[src/design/sercore_cfg.svh]
// register map, field positions, reset values and timing counts of the core control registers
// assumes a 100 MHz core clock; included by bare name from both design module files
`ifndef SERCORE_CFG_SVH
`define SERCORE_CFG_SVH

`define REG_BUS_IDENTITY 8'h00
`define REG_RESET_CONTROL 8'h01
`define REG_GENERAL_CONFIGURATION 8'h02
`define REG_EVENT_STATUS 8'hF0
`define READ_UNMAPPED 8'h00

`define ID_OVERRIDE_BIT 0
`define RST_LOGIC_BIT 0
`define RST_FULL_BIT 1
`define RST_RELOAD_BIT 2
`define RST_SPARE_MSB 7
`define RST_SPARE_LSB 3

// four lanes, crc on, continuous clock off; bit 0 comes from the strap
`define GEN_RESET_VALUE 8'h32
`define RST_SPARE_RESET 5'h00
`define EVT_HIGH_RESET 4'h0
`define EVT_LOW_RESET 4'hF

`define CLK_PERIOD_NS 10
`define SOFT_RESET_TIME_NS 100
`define SOFT_RESET_CYCLES ((`SOFT_RESET_TIME_NS + `CLK_PERIOD_NS - 1) / `CLK_PERIOD_NS)

`define STRAP_CAPTURE_CYCLE 2'h2
`define STRAP_DONE_CYCLE 2'h3
`define I2C_BYTE_BITS 4'h8
`define SCL_IDLE 3'h7
`define SDA_IDLE 3'h7

`endif

[src/design/sercore_pkg.sv]
// types shared by the core control register block and its reset sequencer
// constants live in sercore_cfg.svh; this package holds types only
package sercore_pkg;

   typedef struct packed {
      logic reserved_7;
      logic clock_lane_continuous;
      logic [1:0] data_lane_sel;
      logic [1:0] reserved_3_2;
      logic crc_tx_enable;
      logic bus_voltage_1v8;
   } general_cfg_t;

   typedef struct packed {
      logic rd;
      logic wr;
      logic [7:0] addr;
      logic [7:0] data;
   } reg_access_t;

   typedef struct packed {
      logic req;
      logic write;
      logic [7:0] addr;
      logic [7:0] wdata;
   } remote_req_t;

   typedef enum logic [3:0] {
      st_idle,
      st_addr,
      st_addr_ack,
      st_index,
      st_index_ack,
      st_write,
      st_write_ack,
      st_read,
      st_read_ack
   } i2c_state_t;

endpackage

[src/design/reset_sequencer.sv]
// soft reset and rom reload sequencer for the core control registers
// assumes one-cycle request pulses on i_core_clk and a done pulse from the rom loader
`timescale 1ns/1ps
`include "sercore_cfg.svh"

module reset_sequencer #(
   parameter int RESET_CYCLES = `SOFT_RESET_CYCLES
) (
   input wire logic i_core_clk,
   input wire logic i_reset,
   input wire logic i_logic_reset_req,
   input wire logic i_full_reset_req,
   input wire logic i_reload_req,
   input wire logic i_reload_done,
   output logic o_logic_reset,
   output logic o_reg_reset,
   output logic o_reload_start,
   output logic [2:0] o_busy
);
   import sercore_pkg::*;

   localparam int CW = $clog2(RESET_CYCLES + 1);

   generate
      if (RESET_CYCLES < 1) begin : g_bad_cycles
         $error("reset_sequencer: RESET_CYCLES must be at least 1");
      end
   endgenerate

   logic rst_busy_q;
   logic rst_full_q;
   logic [CW-1:0] rst_cnt_q;
   logic reload_busy_q;
   logic reload_start_q;
   logic rst_req;

   assign rst_req = i_logic_reset_req | i_full_reset_req;

   always_ff @(posedge i_core_clk) begin
      if (i_reset) begin
         rst_busy_q <= 1'b0;
         rst_full_q <= 1'b0;
         rst_cnt_q <= '0;
      end else if (rst_req && !rst_busy_q) begin
         rst_busy_q <= 1'b1;
         rst_full_q <= i_full_reset_req;
         rst_cnt_q <= CW'(RESET_CYCLES - 1);
      end else if (rst_busy_q) begin
         if (rst_cnt_q == '0) begin
            rst_busy_q <= 1'b0;
         end else begin
            rst_cnt_q <= rst_cnt_q - 1'b1;
         end
      end
   end

   always_ff @(posedge i_core_clk) begin
      if (i_reset) begin
         reload_busy_q <= 1'b0;
         reload_start_q <= 1'b0;
      end else begin
         reload_start_q <= i_reload_req && !reload_busy_q;
         if (i_reload_req && !reload_busy_q) begin
            reload_busy_q <= 1'b1;
         end else if (i_reload_done && !reload_start_q) begin
            reload_busy_q <= 1'b0;
         end
      end
   end

   assign o_logic_reset = rst_busy_q;
   assign o_reg_reset = rst_busy_q & rst_full_q;
   assign o_reload_start = reload_start_q;
   assign o_busy = {reload_busy_q, rst_busy_q & rst_full_q, rst_busy_q & ~rst_full_q};

endmodule

[src/design/serializer_core_control_regs.sv]
// core control registers of the serializer behind its two-wire control port
// assumes scl/sda and strap pins are asynchronous; remote back-channel and event inputs are on i_core_clk
`timescale 1ns/1ps
`include "sercore_cfg.svh"

// Behaviour
// - read-to-clear fields return their value, then clear because of that read.
// - self-clearing bits take a written one, act, then return to zero alone.
// - latched status bits capture their condition and hold it until read.
// - strap fields load from sampled configuration pins at start-up, not constants.
// - identity register shows identity in use; field writable only with override set.
// - target answers strapped identity, or programmed identity once override is one.
// - reset control bit 2 restarts the rom auto-load, then self-clears.
// - reset control bit 1 resets all logic and registers, then self-clears.
// - reset control bit 0 resets logic but keeps registers, then self-clears.
// - general bit 6 selects continuous clock lane; default non-continuous.
// - general bits 5:4 select one, two or four lanes; default four.
// - general bit 1 enables transmit crc; enabled after reset.
// - general bit 0 shows strapped bus voltage; one is 1.8 V, writable.
module serializer_core_control_regs #(
   parameter int RESET_CYCLES = `SOFT_RESET_CYCLES
) (
   input wire logic i_core_clk,
   input wire logic i_reset,
   input wire logic i_scl,
   input wire logic i_sda,
   output logic o_sda,
   output logic o_sda_oe,
   input wire sercore_pkg::remote_req_t i_remote,
   output logic o_remote_ack,
   output logic [7:0] o_remote_rdata,
   input wire logic [6:0] i_identity_strap,
   input wire logic i_address_strap_pin,
   input wire logic [3:0] i_event_high,
   input wire logic [3:0] i_event_low,
   input wire logic i_rom_reload_done,
   output logic o_rom_reload_start,
   output logic o_logic_reset,
   output logic [6:0] o_bus_identity,
   output sercore_pkg::general_cfg_t o_general_cfg
);
   import sercore_pkg::*;

   // pin synchronisers; index 0 is read only by index 1
   logic [2:0] scl_q;
   logic [2:0] sda_q;
   logic [6:0] strap_id_s1_q;
   logic [6:0] strap_id_s2_q;
   logic [6:0] strap_id_hold_q;
   logic strap_volt_s1_q;
   logic strap_volt_s2_q;
   logic strap_volt_hold_q;
   logic [1:0] strap_cnt_q;
   logic strap_capture;

   // two-wire target
   i2c_state_t state_q;
   logic [3:0] bit_cnt_q;
   logic [7:0] shift_q;
   logic [7:0] index_q;
   logic rw_q;
   logic sda_oe_q;
   logic scl_rise;
   logic scl_fall;
   logic bus_start;
   logic bus_stop;
   logic sda_bit;
   logic byte_done;
   logic addr_match;
   logic in_ack;
   logic loc_wr;
   logic loc_rd;
   logic local_busy;

   // register file
   reg_access_t acc;
   logic id_override_q;
   logic [6:0] prog_id_q;
   logic [4:0] rst_spare_q;
   general_cfg_t gen_q;
   logic [3:0] evt_high_q;
   logic [3:0] evt_low_q;
   logic [7:0] remote_rdata_q;
   logic [6:0] active_id;
   logic [7:0] rd_data;
   logic hit_id;
   logic hit_rst;
   logic hit_gen;
   logic hit_evt;
   logic wr_id;
   logic wr_rst;
   logic wr_gen;
   logic rd_evt;
   logic reg_clear;
   logic reg_reset;
   logic [2:0] seq_busy;

   always_ff @(posedge i_core_clk) begin
      if (i_reset) begin
         scl_q <= `SCL_IDLE;
         sda_q <= `SDA_IDLE;
      end else begin
         scl_q <= {scl_q[1:0], i_scl};
         sda_q <= {sda_q[1:0], i_sda};
      end
   end

   always_ff @(posedge i_core_clk) begin
      strap_id_s1_q <= i_identity_strap;
      strap_id_s2_q <= strap_id_s1_q;
      strap_volt_s1_q <= i_address_strap_pin;
      strap_volt_s2_q <= strap_volt_s1_q;
   end

   always_ff @(posedge i_core_clk) begin
      if (i_reset) begin
         strap_cnt_q <= 2'h0;
         strap_id_hold_q <= 7'h00;
         strap_volt_hold_q <= 1'b0;
      end else begin
         if (strap_cnt_q != `STRAP_DONE_CYCLE) begin
            strap_cnt_q <= strap_cnt_q + 2'h1;
         end
         if (strap_capture) begin
            strap_id_hold_q <= strap_id_s2_q;
            strap_volt_hold_q <= strap_volt_s2_q;
         end
      end
   end

   // capture waits two cycles so the synchronisers hold pin levels, not reset leftovers
   assign strap_capture = (strap_cnt_q == `STRAP_CAPTURE_CYCLE);

   assign scl_rise = scl_q[1] & ~scl_q[2];
   assign scl_fall = ~scl_q[1] & scl_q[2];
   assign bus_start = scl_q[1] & scl_q[2] & ~sda_q[1] & sda_q[2];
   assign bus_stop = scl_q[1] & scl_q[2] & sda_q[1] & ~sda_q[2];
   assign sda_bit = sda_q[1];
   assign byte_done = scl_fall && (bit_cnt_q == `I2C_BYTE_BITS);
   assign addr_match = (shift_q[7:1] == active_id);
   assign in_ack = (state_q == st_addr_ack) || (state_q == st_read_ack);
   assign loc_wr = (state_q == st_write) && byte_done;
   assign loc_rd = scl_fall && in_ack && ((state_q == st_read_ack) || rw_q);
   assign local_busy = loc_wr | loc_rd;

   always_ff @(posedge i_core_clk) begin
      if (i_reset || bus_stop) begin
         state_q <= st_idle;
         sda_oe_q <= 1'b0;
         bit_cnt_q <= 4'h0;
      end else if (bus_start) begin
         state_q <= st_addr;
         sda_oe_q <= 1'b0;
         bit_cnt_q <= 4'h0;
      end else begin
         unique case (state_q)
            st_idle: begin
            end
            st_addr, st_index, st_write: begin
               if (scl_rise) begin
                  shift_q <= {shift_q[6:0], sda_bit};
                  bit_cnt_q <= bit_cnt_q + 4'h1;
               end else if (byte_done) begin
                  bit_cnt_q <= 4'h0;
                  if (state_q == st_addr) begin
                     rw_q <= shift_q[0];
                     sda_oe_q <= addr_match;
                     state_q <= addr_match ? st_addr_ack : st_idle;
                  end else if (state_q == st_index) begin
                     index_q <= shift_q;
                     sda_oe_q <= 1'b1;
                     state_q <= st_index_ack;
                  end else begin
                     index_q <= index_q + 8'h01;
                     sda_oe_q <= 1'b1;
                     state_q <= st_write_ack;
                  end
               end
            end
            st_addr_ack, st_index_ack, st_write_ack, st_read_ack: begin
               if (scl_rise && (state_q == st_read_ack) && sda_bit) begin
                  state_q <= st_idle;
               end else if (scl_fall) begin
                  if (loc_rd) begin
                     shift_q <= rd_data;
                     sda_oe_q <= ~rd_data[7];
                     index_q <= index_q + 8'h01;
                     state_q <= st_read;
                  end else begin
                     sda_oe_q <= 1'b0;
                     state_q <= (state_q == st_addr_ack) ? st_index : st_write;
                  end
               end
            end
            st_read: begin
               if (scl_rise) begin
                  bit_cnt_q <= bit_cnt_q + 4'h1;
               end else if (byte_done) begin
                  bit_cnt_q <= 4'h0;
                  sda_oe_q <= 1'b0;
                  state_q <= st_read_ack;
               end else if (scl_fall) begin
                  shift_q <= {shift_q[6:0], 1'b0};
                  sda_oe_q <= ~shift_q[6];
               end
            end
         endcase
      end
   end

   assign o_sda = 1'b0;
   assign o_sda_oe = sda_oe_q;

   // local accesses land on fixed scl edges and cannot wait, so the remote side yields
   assign o_remote_ack = i_remote.req & ~local_busy;
   assign acc.wr = loc_wr | (o_remote_ack & i_remote.write);
   assign acc.rd = loc_rd | (o_remote_ack & ~i_remote.write);
   assign acc.addr = local_busy ? index_q : i_remote.addr;
   assign acc.data = local_busy ? shift_q : i_remote.wdata;

   assign hit_id = (acc.addr == `REG_BUS_IDENTITY);
   assign hit_rst = (acc.addr == `REG_RESET_CONTROL);
   assign hit_gen = (acc.addr == `REG_GENERAL_CONFIGURATION);
   assign hit_evt = (acc.addr == `REG_EVENT_STATUS);
   assign wr_id = acc.wr & hit_id;
   assign wr_rst = acc.wr & hit_rst;
   assign wr_gen = acc.wr & hit_gen;
   assign rd_evt = acc.rd & hit_evt;

   assign active_id = id_override_q ? prog_id_q : strap_id_hold_q;

   assign rd_data = hit_id ? {active_id, id_override_q} :
                    hit_rst ? {rst_spare_q, seq_busy} :
                    hit_gen ? gen_q :
                    hit_evt ? {evt_low_q, evt_high_q} :
                    `READ_UNMAPPED;

   assign reg_clear = i_reset | reg_reset;

   always_ff @(posedge i_core_clk) begin
      if (reg_clear) begin
         id_override_q <= 1'b0;
         prog_id_q <= 7'h00;
         rst_spare_q <= `RST_SPARE_RESET;
         gen_q <= `GEN_RESET_VALUE;
         gen_q.bus_voltage_1v8 <= strap_volt_hold_q & ~i_reset;
      end else begin
         if (strap_capture) begin
            gen_q.bus_voltage_1v8 <= strap_volt_s2_q;
         end
         if (wr_id) begin
            id_override_q <= acc.data[`ID_OVERRIDE_BIT];
            if (acc.data[`ID_OVERRIDE_BIT]) begin
               prog_id_q <= acc.data[7:1];
            end
         end
         if (wr_rst) begin
            rst_spare_q <= acc.data[`RST_SPARE_MSB:`RST_SPARE_LSB];
         end
         if (wr_gen) begin
            gen_q <= acc.data;
         end
      end
   end

   always_ff @(posedge i_core_clk) begin
      if (reg_clear) begin
         evt_high_q <= `EVT_HIGH_RESET;
         evt_low_q <= `EVT_LOW_RESET;
      end else begin
         evt_high_q <= (evt_high_q & ~{4{rd_evt}}) | i_event_high;
         evt_low_q <= (evt_low_q | {4{rd_evt}}) & i_event_low;
      end
   end

   always_ff @(posedge i_core_clk) begin
      if (i_reset) begin
         remote_rdata_q <= 8'h00;
      end else if (o_remote_ack && !i_remote.write) begin
         remote_rdata_q <= rd_data;
      end
   end

   reset_sequencer #(
      .RESET_CYCLES(RESET_CYCLES)
   ) u_reset_sequencer (
      .i_core_clk(i_core_clk),
      .i_reset(i_reset),
      .i_logic_reset_req(wr_rst & acc.data[`RST_LOGIC_BIT]),
      .i_full_reset_req(wr_rst & acc.data[`RST_FULL_BIT]),
      .i_reload_req(wr_rst & acc.data[`RST_RELOAD_BIT]),
      .i_reload_done(i_rom_reload_done),
      .o_logic_reset(o_logic_reset),
      .o_reg_reset(reg_reset),
      .o_reload_start(o_rom_reload_start),
      .o_busy(seq_busy)
   );

   assign o_remote_rdata = remote_rdata_q;
   assign o_bus_identity = active_id;
   assign o_general_cfg = gen_q;

endmodule

[config.mk]
export PLATFORM = sky130hd
export DESIGN_NAME = serializer_core_control_regs
export DESIGN_NICKNAME = d
export VERILOG_FILES = /design/src/design/sercore_pkg.sv /design/src/design/reset_sequencer.sv /design/src/design/serializer_core_control_regs.sv
export VERILOG_INCLUDE_DIRS = /design/src /design/src/design
export SDC_FILE = /design/constraint.sdc
export NUM_CORES = 1
export LEC_CHECK = 0
export ABC_AREA = 1
export BUFFER_PORTS_ARGS = -buffer_cell sky130_fd_sc_hd__buf_2
export CAP_MARGIN = 20
export CORE_UTILIZATION = 57
export DETAILED_ROUTE_END_ITERATION = 8
export PLACE_DENSITY = 0.79
export SLEW_MARGIN = 20
export SYNTH_ARGS = -nofsm -noshare
export SYNTH_HDL_FRONTEND = slang
export SYNTH_HIERARCHICAL = 1
export SYNTH_SLANG_ARGS = --single-unit
[constraint.sdc]
create_clock -name i_core_clk -period 4.5 [get_ports i_core_clk]
set_clock_uncertainty 0.2 [all_clocks]
set_input_delay 1.35 -clock i_core_clk [delete_from_list [all_inputs] [get_ports i_core_clk]]
set_output_delay 1.35 -clock i_core_clk [all_outputs]
set_load 0.005 [all_outputs]
==> impl_metrics.sql, run 1 <==
INSERT INTO impl_metrics (metric_group, metric, value, unit) VALUES
('outcome', 'outcome', 'finished clean', ''),
('clocking', 'cts.sink_count', '103', ''),
('floorplan', 'design.die.area', '0.00899', 'sq mm'),
('synthesis', 'synthDominantCellAreaShare', '34.7', '%'),
('sta', 'max_clock_freq', '276', 'MHz'),
('synthesis', 'cell_accounting_for_the_most_synthesized_area', 'dfxtp_1', ''),
('clocking', 'numCtsBuffers', '9', ''),
('routing', 'post-route-drc-count', '0', ''),
('clocking', 'cts_tree', 'yes', ''),
('synthesis', 'synthesis.instances', '639', ''),
('synthesis', 'dominantRegCellSynth', 'dfxtp_1', ''),
('sta', 'worstMarginPinSlew', '0.683', 'ns'),
('flow_run', 'maxCapViolations', '0', ''),
('floorplan', 'chipHeight', '94.8', 'um'),
('min_path', 'hp-class', 'reg2reg', ''),
('critical_path', 'crit_path_end_kind', 'primary output', ''),
('critical_path', 'reg_to_reg_setup_timing_slack', '1.20', 'ns'),
('global_routing', 'met2_usage', '47.2', '%'),
('critical_path', 'critical_path.startpoint_type', 'flop', ''),
('synthesis', 'yosys_warnings', '6', ''),
('global_routing', 'grt_max_degree', '30', ''),
('critical_path', 'crit_top_cell', 'nor2_1', ''),
('synthesis', 'synth_top_family_by_area', 'simple AND/OR/NAND/NOR gates', ''),
('synthesis', 'synth-simple-area-share', '27.1', '%'),
('sta', 'final_ws_setup', '0.872', 'ns'),
('power', 'irDropWorstVdd', '337', 'uV'),
('critical_path', 'sum_of_buffers_and_inverters_on_the_critical_path', '2', ''),
('synthesis', 'most_numerous_cell_types_in_the_synthesized_netlist', 'nand2_1, dfxtp_1, nor2_1, inv_1, o21ai_0', ''),
('placed_design', 'placed_cell_area', '0.00524', 'sq mm'),
('global_routing', 'gr-usage-met1', '35.8', '%'),
('clocking', 'clk-insertion-delay-late', '0.38', 'ns'),
('global_routing', 'grt_overflow', '0', ''),
('sta', 'slew_violations', '0', ''),
('critical_path', 'signal_arrival_time_at_the_worst_endpoint', '2.08', 'ns'),
('synthesis', 'yosys.area_share.adder', '1.53', '%'),
('global_routing', 'grt_first_pass_wirelength', '18.7', 'mm'),
('floorplan', 'floorplan.initialDensity', '59.4', '%'),
('synthesis', 'synth.yosys.seq_area_share', '45.7', '%'),
('synthesis', 'synth_xor_xnor_area_share', '2.32', '%'),
('placed_design', 'detailed_place_hpwl', '9.09', 'mm'),
('finish', 'postLayoutCellArea', '0.00544', 'sq mm'),
('synthesis', 'synthMostInstantiatedCell', 'nand2_1', ''),
('critical_path', 'critical-path-slowest-cell', 'nand2_4', ''),
('clocking', 'cts_resized', '0', ''),
('critical_path', 'crit_family', 'simple AND/OR/NAND/NOR gates', ''),
('floorplan', 'io_pins', '67', ''),
('global_routing', 'track_usage', '27.7', '%'),
('sta', 'period_needed', '3.63', 'ns'),
('synthesis', 'synthesized_net_count', '684', ''),
('synthesis', 'synth.cell_area', '0.00491', 'sq mm'),
('floorplan', 'core_region_area', '0.00826', 'sq mm'),
('clocking', 'cts_hold_buffers', '0', ''),
('floorplan', 'die-width', '94.8', 'um'),
('clocking', 'htreeDepth', '3', ''),
('critical_path', 'critical-path-max-stage-delay', '0.35', 'ns'),
('floorplan', 'fp-row-count', '33', ''),
('finish', 'drive_above_1_share', '18.3', '%'),
('clocking', 'root_buffer', 'clkbuf_8', ''),
('placed_design', 'total_of_buffers_placed_on_input_and_output_ports', '65', ''),
('routing', 'num_vias', '4373', ''),
('clocking', 'cts_max_path_bufs', '2', ''),
('routing', 'totalWireLength', '11.9', 'mm'),
('placed_design', 'detailedPlace.worstSlack', '0.888', 'ns'),
('synthesis', 'muxShareOfSynthArea', '0.229', '%'),
('critical_path', 'path_cells', 'inv_1 -> ha_1 -> nand3_1 -> nor2_1 -> nand2_2 -> nand2_4 -> nor2_1 -> buf_2', ''),
('critical_path', 'worstSetupPathType', 'reg2out', ''),
('clocking', 'clk_pin_slew', '0.11', 'ns'),
('routing', 'wire_per_inst', '14.8', 'um'),
('sta', 'fin_setup_tns', '0', 'ns'),
('synthesis', 'synth.ff_latch_count', '103', ''),
('synthesis', 'synth.lib_cells_used.distinct', '48', '');
-- kinds of logic after synthesis --
group / after synthesis
other: 1
flip-flops: 103
AND/OR/NAND/NOR: 291
adder cells (fa/ha/maj): 6
XOR/XNOR: 13
AO/OA/AOI/OAI: 126
multiplexers: 1
buffers and inverters: 98
-- layer usage --
layer	up-vias	wire length [um]	share of wire, %
met2	148	5860	49
met5	-	0	0
li1	2188	-	-
met1	2012	5110	43
met4	0	266	2.2
met3	25	702	5.9
-- sequential cells by signal, summed over array words and instances, names as in the netlist, 5 cells and up --
register and count:
rst_spare_q 5, index_q 8, strap_id_s2_q 7, shift_q 8, o_general_cfg 8, strap_id_hold_q 7, prog_id_q 7, strap_id_s1_q 7
o_remote_rdata 8
-- stage by stage --
stage	total power, mW	instances	hold slack (ns)
floorplan	1.10	639	0.110
global placement	1.17	792	0.110
detailed placement	1.17	792	0.112
CTS	1.73	808	0.137
global route	1.79	808	0.141
finish	1.73	808	0.132
-- cell usage in the layout, fill, tap and decap left out, drive strengths merged, types with 7 or more instances in the layout --
master,instances
buf,69
o21ai,61
inv,78
nand2,143
nor3,7
nor2,84
edfxtp,18
a21oi,51
nand3,34
xor2,12
dfxtp,85
clkbuf,9
nand4,10
-- power breakdown --
part / switching [mW] / total (mW) / internal [mW] / leakage [nW]
sequential: 0.0177 / 0.989 / 0.971 / 0.861
combinational: 0.101 / 0.163 / 0.0619 / 1.49
clock: 0.355 / 0.575 / 0.219 / 0.102
-- worst reg2reg max path, delay by kind of cell (launching register included) --
kind	cells	cell delay (ns)
compound gates	1	0.12
fa+ha+maj	1	0.15
buf+inv	3	0.36
flops	1	0.33
simple gates	14	2.05
-- cell type report --
class / instances / area, sq um
Clock inverter: 7 / 75.1
Fill cell: 727 / 2820
Inverter: 77 / 294
Clock buffer: 9 / 124
Tap cell: 105 / 131
Sequential cell: 103 / 2240
Multi-Input combinational cell: 438 / 2220
Timing Repair Buffer: 69 / 355
-- final timing paths --
check	end	from	cells past startpoint
min reg2reg	strap_volt_s2_q	strap_volt_s1_q	0
min	strap_volt_s2_q	strap_volt_s1_q	0
max	o_remote_ack	bit_cnt_q[0]	8
max reg2reg	u_reset_sequencer/rst_cnt_q[2]	bit_cnt_q[0]	19
Note: power is estimated with default switching activity, not from simulation.
==> run 2, diff against run 1 <==
--- a/config.mk
+++ b/config.mk
@@ -6,12 +6,12 @@
 export SDC_FILE = /design/constraint.sdc
 export NUM_CORES = 1
 export LEC_CHECK = 0
-export ABC_AREA = 1
+export ABC_AREA = 0
 export BUFFER_PORTS_ARGS = -buffer_cell sky130_fd_sc_hd__buf_2
 export CAP_MARGIN = 20
-export CORE_UTILIZATION = 57
+export CORE_UTILIZATION = 58
 export DETAILED_ROUTE_END_ITERATION = 8
-export PLACE_DENSITY = 0.79
+export PLACE_DENSITY = 0.8
 export SLEW_MARGIN = 20
 export SYNTH_ARGS = -nofsm -noshare
 export SYNTH_HDL_FRONTEND = slang
==> constraint.sdc (replaced) <==
create_clock -name i_core_clk -period 3.8 [get_ports i_core_clk]
set_clock_uncertainty 0.2 [all_clocks]
set_input_delay 1.14 -clock i_core_clk [delete_from_list [all_inputs] [get_ports i_core_clk]]
set_output_delay 1.14 -clock i_core_clk [all_outputs]
set_load 0.005 [all_outputs]
==> impl_metrics.sql, run 2 <==
INSERT INTO impl_metrics (metric_group, metric, value, unit) VALUES
('clocking', 'cts_tree', 'yes', ''),
('synthesis', 'yosys_warnings', '6', ''),
('synthesis', 'dominantRegCellSynth', 'dfxtp_1', ''),
('synthesis', 'synth_xor_xnor_area_share', '3.19', '%'),
('power', 'irDropWorstVdd', '323', 'uV'),
('sta', 'period_share', '92.6', '%'),
('clocking', 'numCtsBuffers', '9', ''),
('floorplan', 'chipHeight', '96.4', 'um'),
('critical_path', 'critical_path.startpoint_type', 'flop', ''),
('clocking', 'cts_hold_buffers', '0', ''),
('clocking', 'root_buffer', 'clkbuf_8', ''),
('routing', 'post-route-drc-count', '0', ''),
('global_routing', 'grt_first_pass_wirelength', '21.0', 'mm'),
('global_routing', 'grt_overflow', '0', ''),
('finish', 'multi_input_area', '0.00275', 'sq mm'),
('power', 'power.leakage', '2.21', 'nW'),
('sta', 'final_ws_setup', '0.282', 'ns'),
('sta', 'max_slew_margin', '54.3', '%'),
('sta', 'slew_violations', '0', ''),
('finish', 'layout.nets', '654', ''),
('clocking', 'cts_resized', '0', ''),
('critical_path', 'r2r.worst_path.cells', '6', ''),
('critical_path', 'crit_path_max_fanout', '11', ''),
('global_routing', 'grt_pass1_vias', '4161', ''),
('synthesis', 'synthesized_net_count', '600', ''),
('global_routing', 'grt_max_degree', '40', ''),
('synthesis', 'synth-async-reset-ratio', '0', '%'),
('global_routing', 'grt_antenna_before_repair', '0', ''),
('min_path', 'hp-class', 'reg2reg', ''),
('sta', 'fin_setup_tns', '0', 'ns'),
('finish', 'antenna_fix_cells', '0', ''),
('critical_path', 'crit_path_end_kind', 'primary output', ''),
('finish', 'area_growth', '10.8', '%'),
('floorplan', 'die-width', '96.4', 'um'),
('routing', 'wire_per_inst', '18.9', 'um'),
('synthesis', 'synthTopCellsByArea', 'dfxtp_1, edfxtp_1, nor2_1', ''),
('synthesis', 'synth.ff_latch_count', '103', ''),
('sta', 'final-hold-violation-count', '0', ''),
('synthesis', 'cell_accounting_for_the_most_synthesized_area', 'dfxtp_1', ''),
('synthesis', 'synthesis.area_per_instance', '9.32', 'sq um'),
('clocking', 'clk_pin_slew', '0.11', 'ns'),
('routing', 'drt_first_pass_iters', '6', ''),
('synthesis', 'synth-simple-area-share', '21.5', '%'),
('critical_path', 'reg_to_reg_setup_timing_slack', '0.61', 'ns'),
('clocking', 'postCtsSetupBuffers', '0', ''),
('finish', 'fillers', '717', ''),
('power', 'fin_total_pwr', '2.04', 'mW'),
('clocking', 'htreeDepth', '3', ''),
('critical_path', 'r2r_start', 'state_q[0]', ''),
('critical_path', 'worst_ep_required', '2.46', 'ns'),
('critical_path', 'regToRegEndpoint', 'shift_q[7]', ''),
('synthesis', 'synthesis.instances', '555', ''),
('routing', 'totalWireLength', '13.7', 'mm'),
('finish', 'seq_area', '0.00224', 'sq mm'),
('routing', 'detail_route.vias_per_cell', '6.21', ''),
('global_routing', 'track_usage', '30.6', '%'),
('synthesis', 'synth.yosys.seq_area_share', '43.3', '%'),
('placed_design', 'total_of_buffers_placed_on_input_and_output_ports', '65', ''),
('min_path', 'hold_path_stages', '0', ''),
('sta', 'setup-violations-final', '0', ''),
('sta', 'setup_repair_after_global_routing_missed_its_margin', 'no', ''),
('routing', 'ant_nets', '0', ''),
('finish', 'post-route-util', '66.0', '%'),
('synthesis', 'synth_compound_gate_area_share', '20.7', '%'),
('routing', 'number_of_design_rule_violations_left_by_the_first_detailed_router_iteration', '553', ''),
('synthesis', 'synth.lib_cells_used.distinct', '85', ''),
('floorplan', 'floorplan.initialDensity', '59.6', '%'),
('floorplan', 'core_region_area', '0.00868', 'sq mm'),
('sta', 'period_needed', '3.52', 'ns'),
('placed_design', 'detailedPlace.worstSlack', '0.459', 'ns'),
('min_path', 'timing.hold.worst_endpoint', 'strap_id_s2_q[3]', ''),
('synthesis', 'synth_enable_flop_cells', '18', ''),
('synthesis', 'most_numerous_cell_types_in_the_synthesized_netlist', 'dfxtp_1, nor2_1, nand2_1, o21ai_0, a21oi_1', ''),
('sta', 'max_clock_freq', '284', 'MHz'),
('synthesis', 'synthDominantCellAreaShare', '32.9', '%'),
('power', 'p_per_area', '356', 'mW/mm^2'),
('finish', 'layout_commonest_cell', 'dfxtp_1', ''),
('critical_path', 'signal_arrival_time_at_the_worst_endpoint', '2.18', 'ns'),
('clocking', 'cts_max_path_bufs', '2', ''),
('synthesis', 'synth.cell_area', '0.00517', 'sq mm'),
('floorplan', 'design.die.area', '0.00930', 'sq mm'),
('flow_run', 'maxCapViolations', '0', ''),
('floorplan', 'io_pins', '67', ''),
('floorplan', 'fp-row-count', '34', ''),
('sta', 'worstMarginPinSlew', '0.666', 'ns'),
('finish', 'drive_above_1_share', '22.5', '%'),
('clocking', 'clk-insertion-delay-late', '0.38', 'ns'),
('synthesis', 'yosys.area_share.adder', '1.45', '%'),
('synthesis', 'synthMostInstantiatedCell', 'dfxtp_1', ''),
('placed_design', 'routabilityCongestion', '0.981', ''),
('min_path', 'worstHoldStart', 'strap_id_s1_q[3]', ''),
('placed_design', 'detailed_place_hpwl', '10.2', 'mm'),
('outcome', 'outcome', 'finished clean', ''),
('critical_path', 'worstSetupPathType', 'reg2out', ''),
('clocking', 'cts.sink_count', '103', ''),
('routing', 'num_vias', '4481', ''),
('synthesis', 'muxShareOfSynthArea', '6.02', '%'),
('finish', 'layout.cells.most_common_list', 'dfxtp_1, buf_2, nor2_1, nand2_1, o21ai_0', ''),
('synthesis', 'synth_top_family_by_area', 'simple AND/OR/NAND/NOR gates', '');
[run 2: through the flow]
step / hold slack [ns] / cells / cell area, sq um
4_1_cts: 0.127 / 722 / 5730
5_1_grt: 0.131 / 722 / 5730
3_3_place_gp: 0.110 / 706 / 5540
2_1_floorplan: 0.110 / 555 / 5170
6_report: 0.125 / 722 / 5730
3_5_place_dp: 0.112 / 706 / 5540
[run 2: area by class of cell]
type	count	area share [%]
clock inverter	6	1.09
sequential	103	39.1
clock buffer	10	2.23
tap	108	2.36
multi-input combinational	412	48.0
inverter	12	0.786
timing repair buffer	71	6.46
[run 2: worst max-delay path, stage by stage (launching register included)]
cell and delay [ns]:
dfxtp_1 0.46, nor4b_2 0.65, o211ai_4 0.27, nand2_4 0.21
nor2_1 0.07, buf_2 0.13
[run 2: logic make-up (layout without fill, tap and decap cells)]
| group | Yosys count | after routing |
|---|---|---|
| simple gates | 209 | 209 |
| compound gates | 148 | 148 |
| flops | 103 | 103 |
| buf+inv | 40 | 99 |
| mux | 30 | 30 |
| xor+xnor | 18 | 18 |
| fa+ha+maj | 6 | 6 |
| other cells | 1 | 1 |
[run 2: metal layers]
layer,global-route usage [%],wire length [um]
met3,5.56,1060
met4,12.3,366
met1,38.4,5610
met5,0,0
met2,51.7,6630
[run 2: worst max path at each step]
stage | start | end | cells after the start
2_1_floorplan | i_reset | index_q[0] | 3
5_1_grt | state_q[0] | o_remote_ack | 5
6_report | state_q[0] | o_remote_ack | 5
3_3_place_gp | i_remote[12] | shift_q[4] | 7
3_5_place_dp | i_remote[12] | shift_q[4] | 7
4_1_cts | state_q[0] | o_remote_ack | 5
[run 2: report_power, final]
group | switching, mW | leakage, nW | internal [mW]
Combinational | 0.112 | 1.26 | 0.0844
Sequential | 0.0264 | 0.860 | 1.15
Clock | 0.415 | 0.0965 | 0.257
==> run 3, diff against run 2 <==
==> constraint.sdc (replaced) <==
create_clock -name i_core_clk -period 3.68 [get_ports i_core_clk]
set_clock_uncertainty 0.2 [all_clocks]
set_input_delay 1.104 -clock i_core_clk [delete_from_list [all_inputs] [get_ports i_core_clk]]
set_output_delay 1.104 -clock i_core_clk [all_outputs]
set_load 0.005 [all_outputs]
==> impl_metrics.sql, run 3 (same netlist as run 2, synthesis figures left out) <==
INSERT INTO impl_metrics (metric_group, metric, value, unit) VALUES
('routing', 'number_of_design_rule_violations_left_by_the_first_detailed_router_iteration', '498', ''),
('flow_run', 'maxCapViolations', '0', ''),
('min_path', 'hold_path_stages', '0', ''),
('finish', 'layout.cells.most_common_list', 'dfxtp_1, buf_2, nor2_1, nand2_1, o21ai_0', ''),
('placed_design', 'placed_cell_area', '0.00557', 'sq mm'),
('sta', 'period_share', '93.1', '%'),
('critical_path', 'regToRegEndpoint', 'o_general_cfg[4]', ''),
('critical_path', 'r2r.worst_path.cells', '8', ''),
('finish', 'finish.cell_count_without_fillers', '726', ''),
('routing', 'ant_nets', '0', ''),
('global_routing', 'grt_max_degree', '40', ''),
('critical_path', 'crit_path_end_kind', 'primary output', ''),
('global_routing', 'grt_first_pass_wirelength', '21.1', 'mm'),
('finish', 'drive_above_1_share', '23.0', '%'),
('routing', 'detail_route.vias_per_cell', '6.23', ''),
('floorplan', 'floorplan.initialDensity', '59.6', '%'),
('clocking', 'root_buffer', 'clkbuf_8', ''),
('critical_path', 'critical_path.startpoint_type', 'flop', ''),
('floorplan', 'design.die.area', '0.00930', 'sq mm'),
('routing', 'totalWireLength', '13.7', 'mm'),
('clocking', 'cts_tree', 'yes', ''),
('finish', 'post-route-util', '66.4', '%'),
('outcome', 'outcome', 'finished clean', ''),
('routing', 'num_vias', '4521', ''),
('placed_design', 'detailed_place_hpwl', '10.2', 'mm'),
('clocking', 'cts.sink_count', '103', ''),
('sta', 'fin_worst_hold_slack', '0.134', 'ns'),
('clocking', 'cts_max_path_bufs', '2', ''),
('clocking', 'clk-insertion-delay-late', '0.37', 'ns'),
('finish', 'layout_commonest_cell', 'dfxtp_1', ''),
('floorplan', 'fp-row-count', '34', ''),
('floorplan', 'chipHeight', '96.4', 'um'),
('clocking', 'postCtsSetupBuffers', '0', ''),
('critical_path', 'r2r_start', 'state_q[2]', ''),
('clocking', 'cts_hold_buffers', '0', ''),
('placed_design', 'dpl.cell_count', '710', ''),
('sta', 'setup-violations-final', '0', ''),
('routing', 'post-route-drc-count', '0', ''),
('clocking', 'clk_pin_slew', '0.10', 'ns'),
('sta', 'period_needed', '3.43', 'ns'),
('min_path', 'worstHoldStart', 'strap_id_s1_q[6]', ''),
('sta', 'final-hold-violation-count', '0', ''),
('finish', 'area_growth', '11.4', '%'),
('sta', 'worstMarginPinSlew', '0.690', 'ns'),
('finish', 'antenna_fix_cells', '0', ''),
('critical_path', 'worst_ep_required', '2.38', 'ns'),
('clocking', 'cts_resized', '0', ''),
('finish', 'layout.nets', '658', ''),
('min_path', 'hp-class', 'reg2reg', ''),
('routing', 'wire_per_inst', '18.8', 'um'),
('floorplan', 'die-width', '96.4', 'um'),
('critical_path', 'crit_path_max_fanout', '11', ''),
('sta', 'slew_violations', '0', ''),
('power', 'p_per_area', '363', 'mW/mm^2'),
('sta', 'fin_setup_tns', '0', 'ns'),
('sta', 'max_slew_margin', '52.7', '%'),
('placed_design', 'total_of_buffers_placed_on_input_and_output_ports', '65', ''),
('global_routing', 'grt_pass1_vias', '4139', ''),
('sta', 'max_clock_freq', '292', 'MHz'),
('finish', 'postLayoutCellArea', '0.00576', 'sq mm'),
('critical_path', 'signal_arrival_time_at_the_worst_endpoint', '2.12', 'ns'),
('power', 'power.leakage', '2.23', 'nW'),
('critical_path', 'worstSetupPathType', 'reg2out', ''),
('clocking', 'htreeDepth', '3', ''),
('finish', 'fillers', '732', ''),
('global_routing', 'grt_overflow', '0', ''),
('sta', 'setup_repair_after_global_routing_missed_its_margin', 'no', ''),
('min_path', 'timing.hold.worst_endpoint', 'strap_id_s2_q[6]', ''),
('placed_design', 'routabilityCongestion', '0.984', ''),
('clocking', 'numCtsBuffers', '9', ''),
('floorplan', 'core_region_area', '0.00868', 'sq mm'),
('global_routing', 'track_usage', '30.8', '%'),
('global_routing', 'grt_antenna_before_repair', '0', ''),
('power', 'irDropWorstVdd', '381', 'uV'),
('floorplan', 'io_pins', '67', ''),
('routing', 'drt_first_pass_iters', '7', ''),
('critical_path', 'reg_to_reg_setup_timing_slack', '0.48', 'ns');
run 3: cell count changes in the layout (fill, tap and decap cells not counted), sizes merged:
cell    previous run  this run
clkinv             2         3
inv               16        15
buf               71        75
run 3: per-stage QoR:
step | total power [mW] | worst slack (ns)
after floorplan | 1.35 | 0.158
after global placement | 1.43 | 0.412
after detailed placement | 1.44 | 0.374
after CTS | 2.11 | 0.289
after global routing | 2.18 | 0.147
final | 2.09 | 0.254
run 3: final cells by class:
type	count	area, sq um	area share (%)
tap	108	135	2.35
clock buffer	10	128	2.21
multi-input combinational	412	2750	47.7
inverter	12	45.0	0.782
clock inverter	6	62.6	1.09
sequential	103	2240	38.9
timing repair buffer	75	400	6.95
run 3: power by group:
group	total, mW	switching (mW)	internal [mW]
registers	1.21	0.0253	1.18
logic	0.205	0.117	0.0877
clock network	0.680	0.416	0.264
total	2.09	0.559	1.54
run 3: how the worst max path moves through the flow:
| stage | start | to | depth (start not counted) |
|---|---|---|---|
| floorplan | i_reset | index_q[0] | 3 |
| global placement | i_remote[12] | shift_q[4] | 7 |
| detailed placement | i_remote[12] | shift_q[4] | 7 |
| CTS | state_q[2] | o_remote_ack | 6 |
| global route | state_q[2] | o_remote_ack | 6 |
| finish | state_q[2] | o_remote_ack | 6 |
run 3: routing by layer:
metal | share of wire, % | wire length [um] | vias to the layer above | track usage, %
li1 | - | - | 2139 | -
met1 | 42 | 5710 | 2114 | 40.0
met2 | 46 | 6340 | 229 | 49.1
met3 | 8.7 | 1190 | 39 | 7.20
met4 | 3.0 | 409 | 0 | 12.7
met5 | 0 | 0 | - | 0
run 3: worst max-delay path, cell delays in order, from the launching register on:
cell and delay, ns:
dfxtp_1 0.62, nor4b_2 0.09, buf_4 0.18, o211ai_4 0.40, nand2_4 0.18, nor2_1 0.14, buf_2 0.12
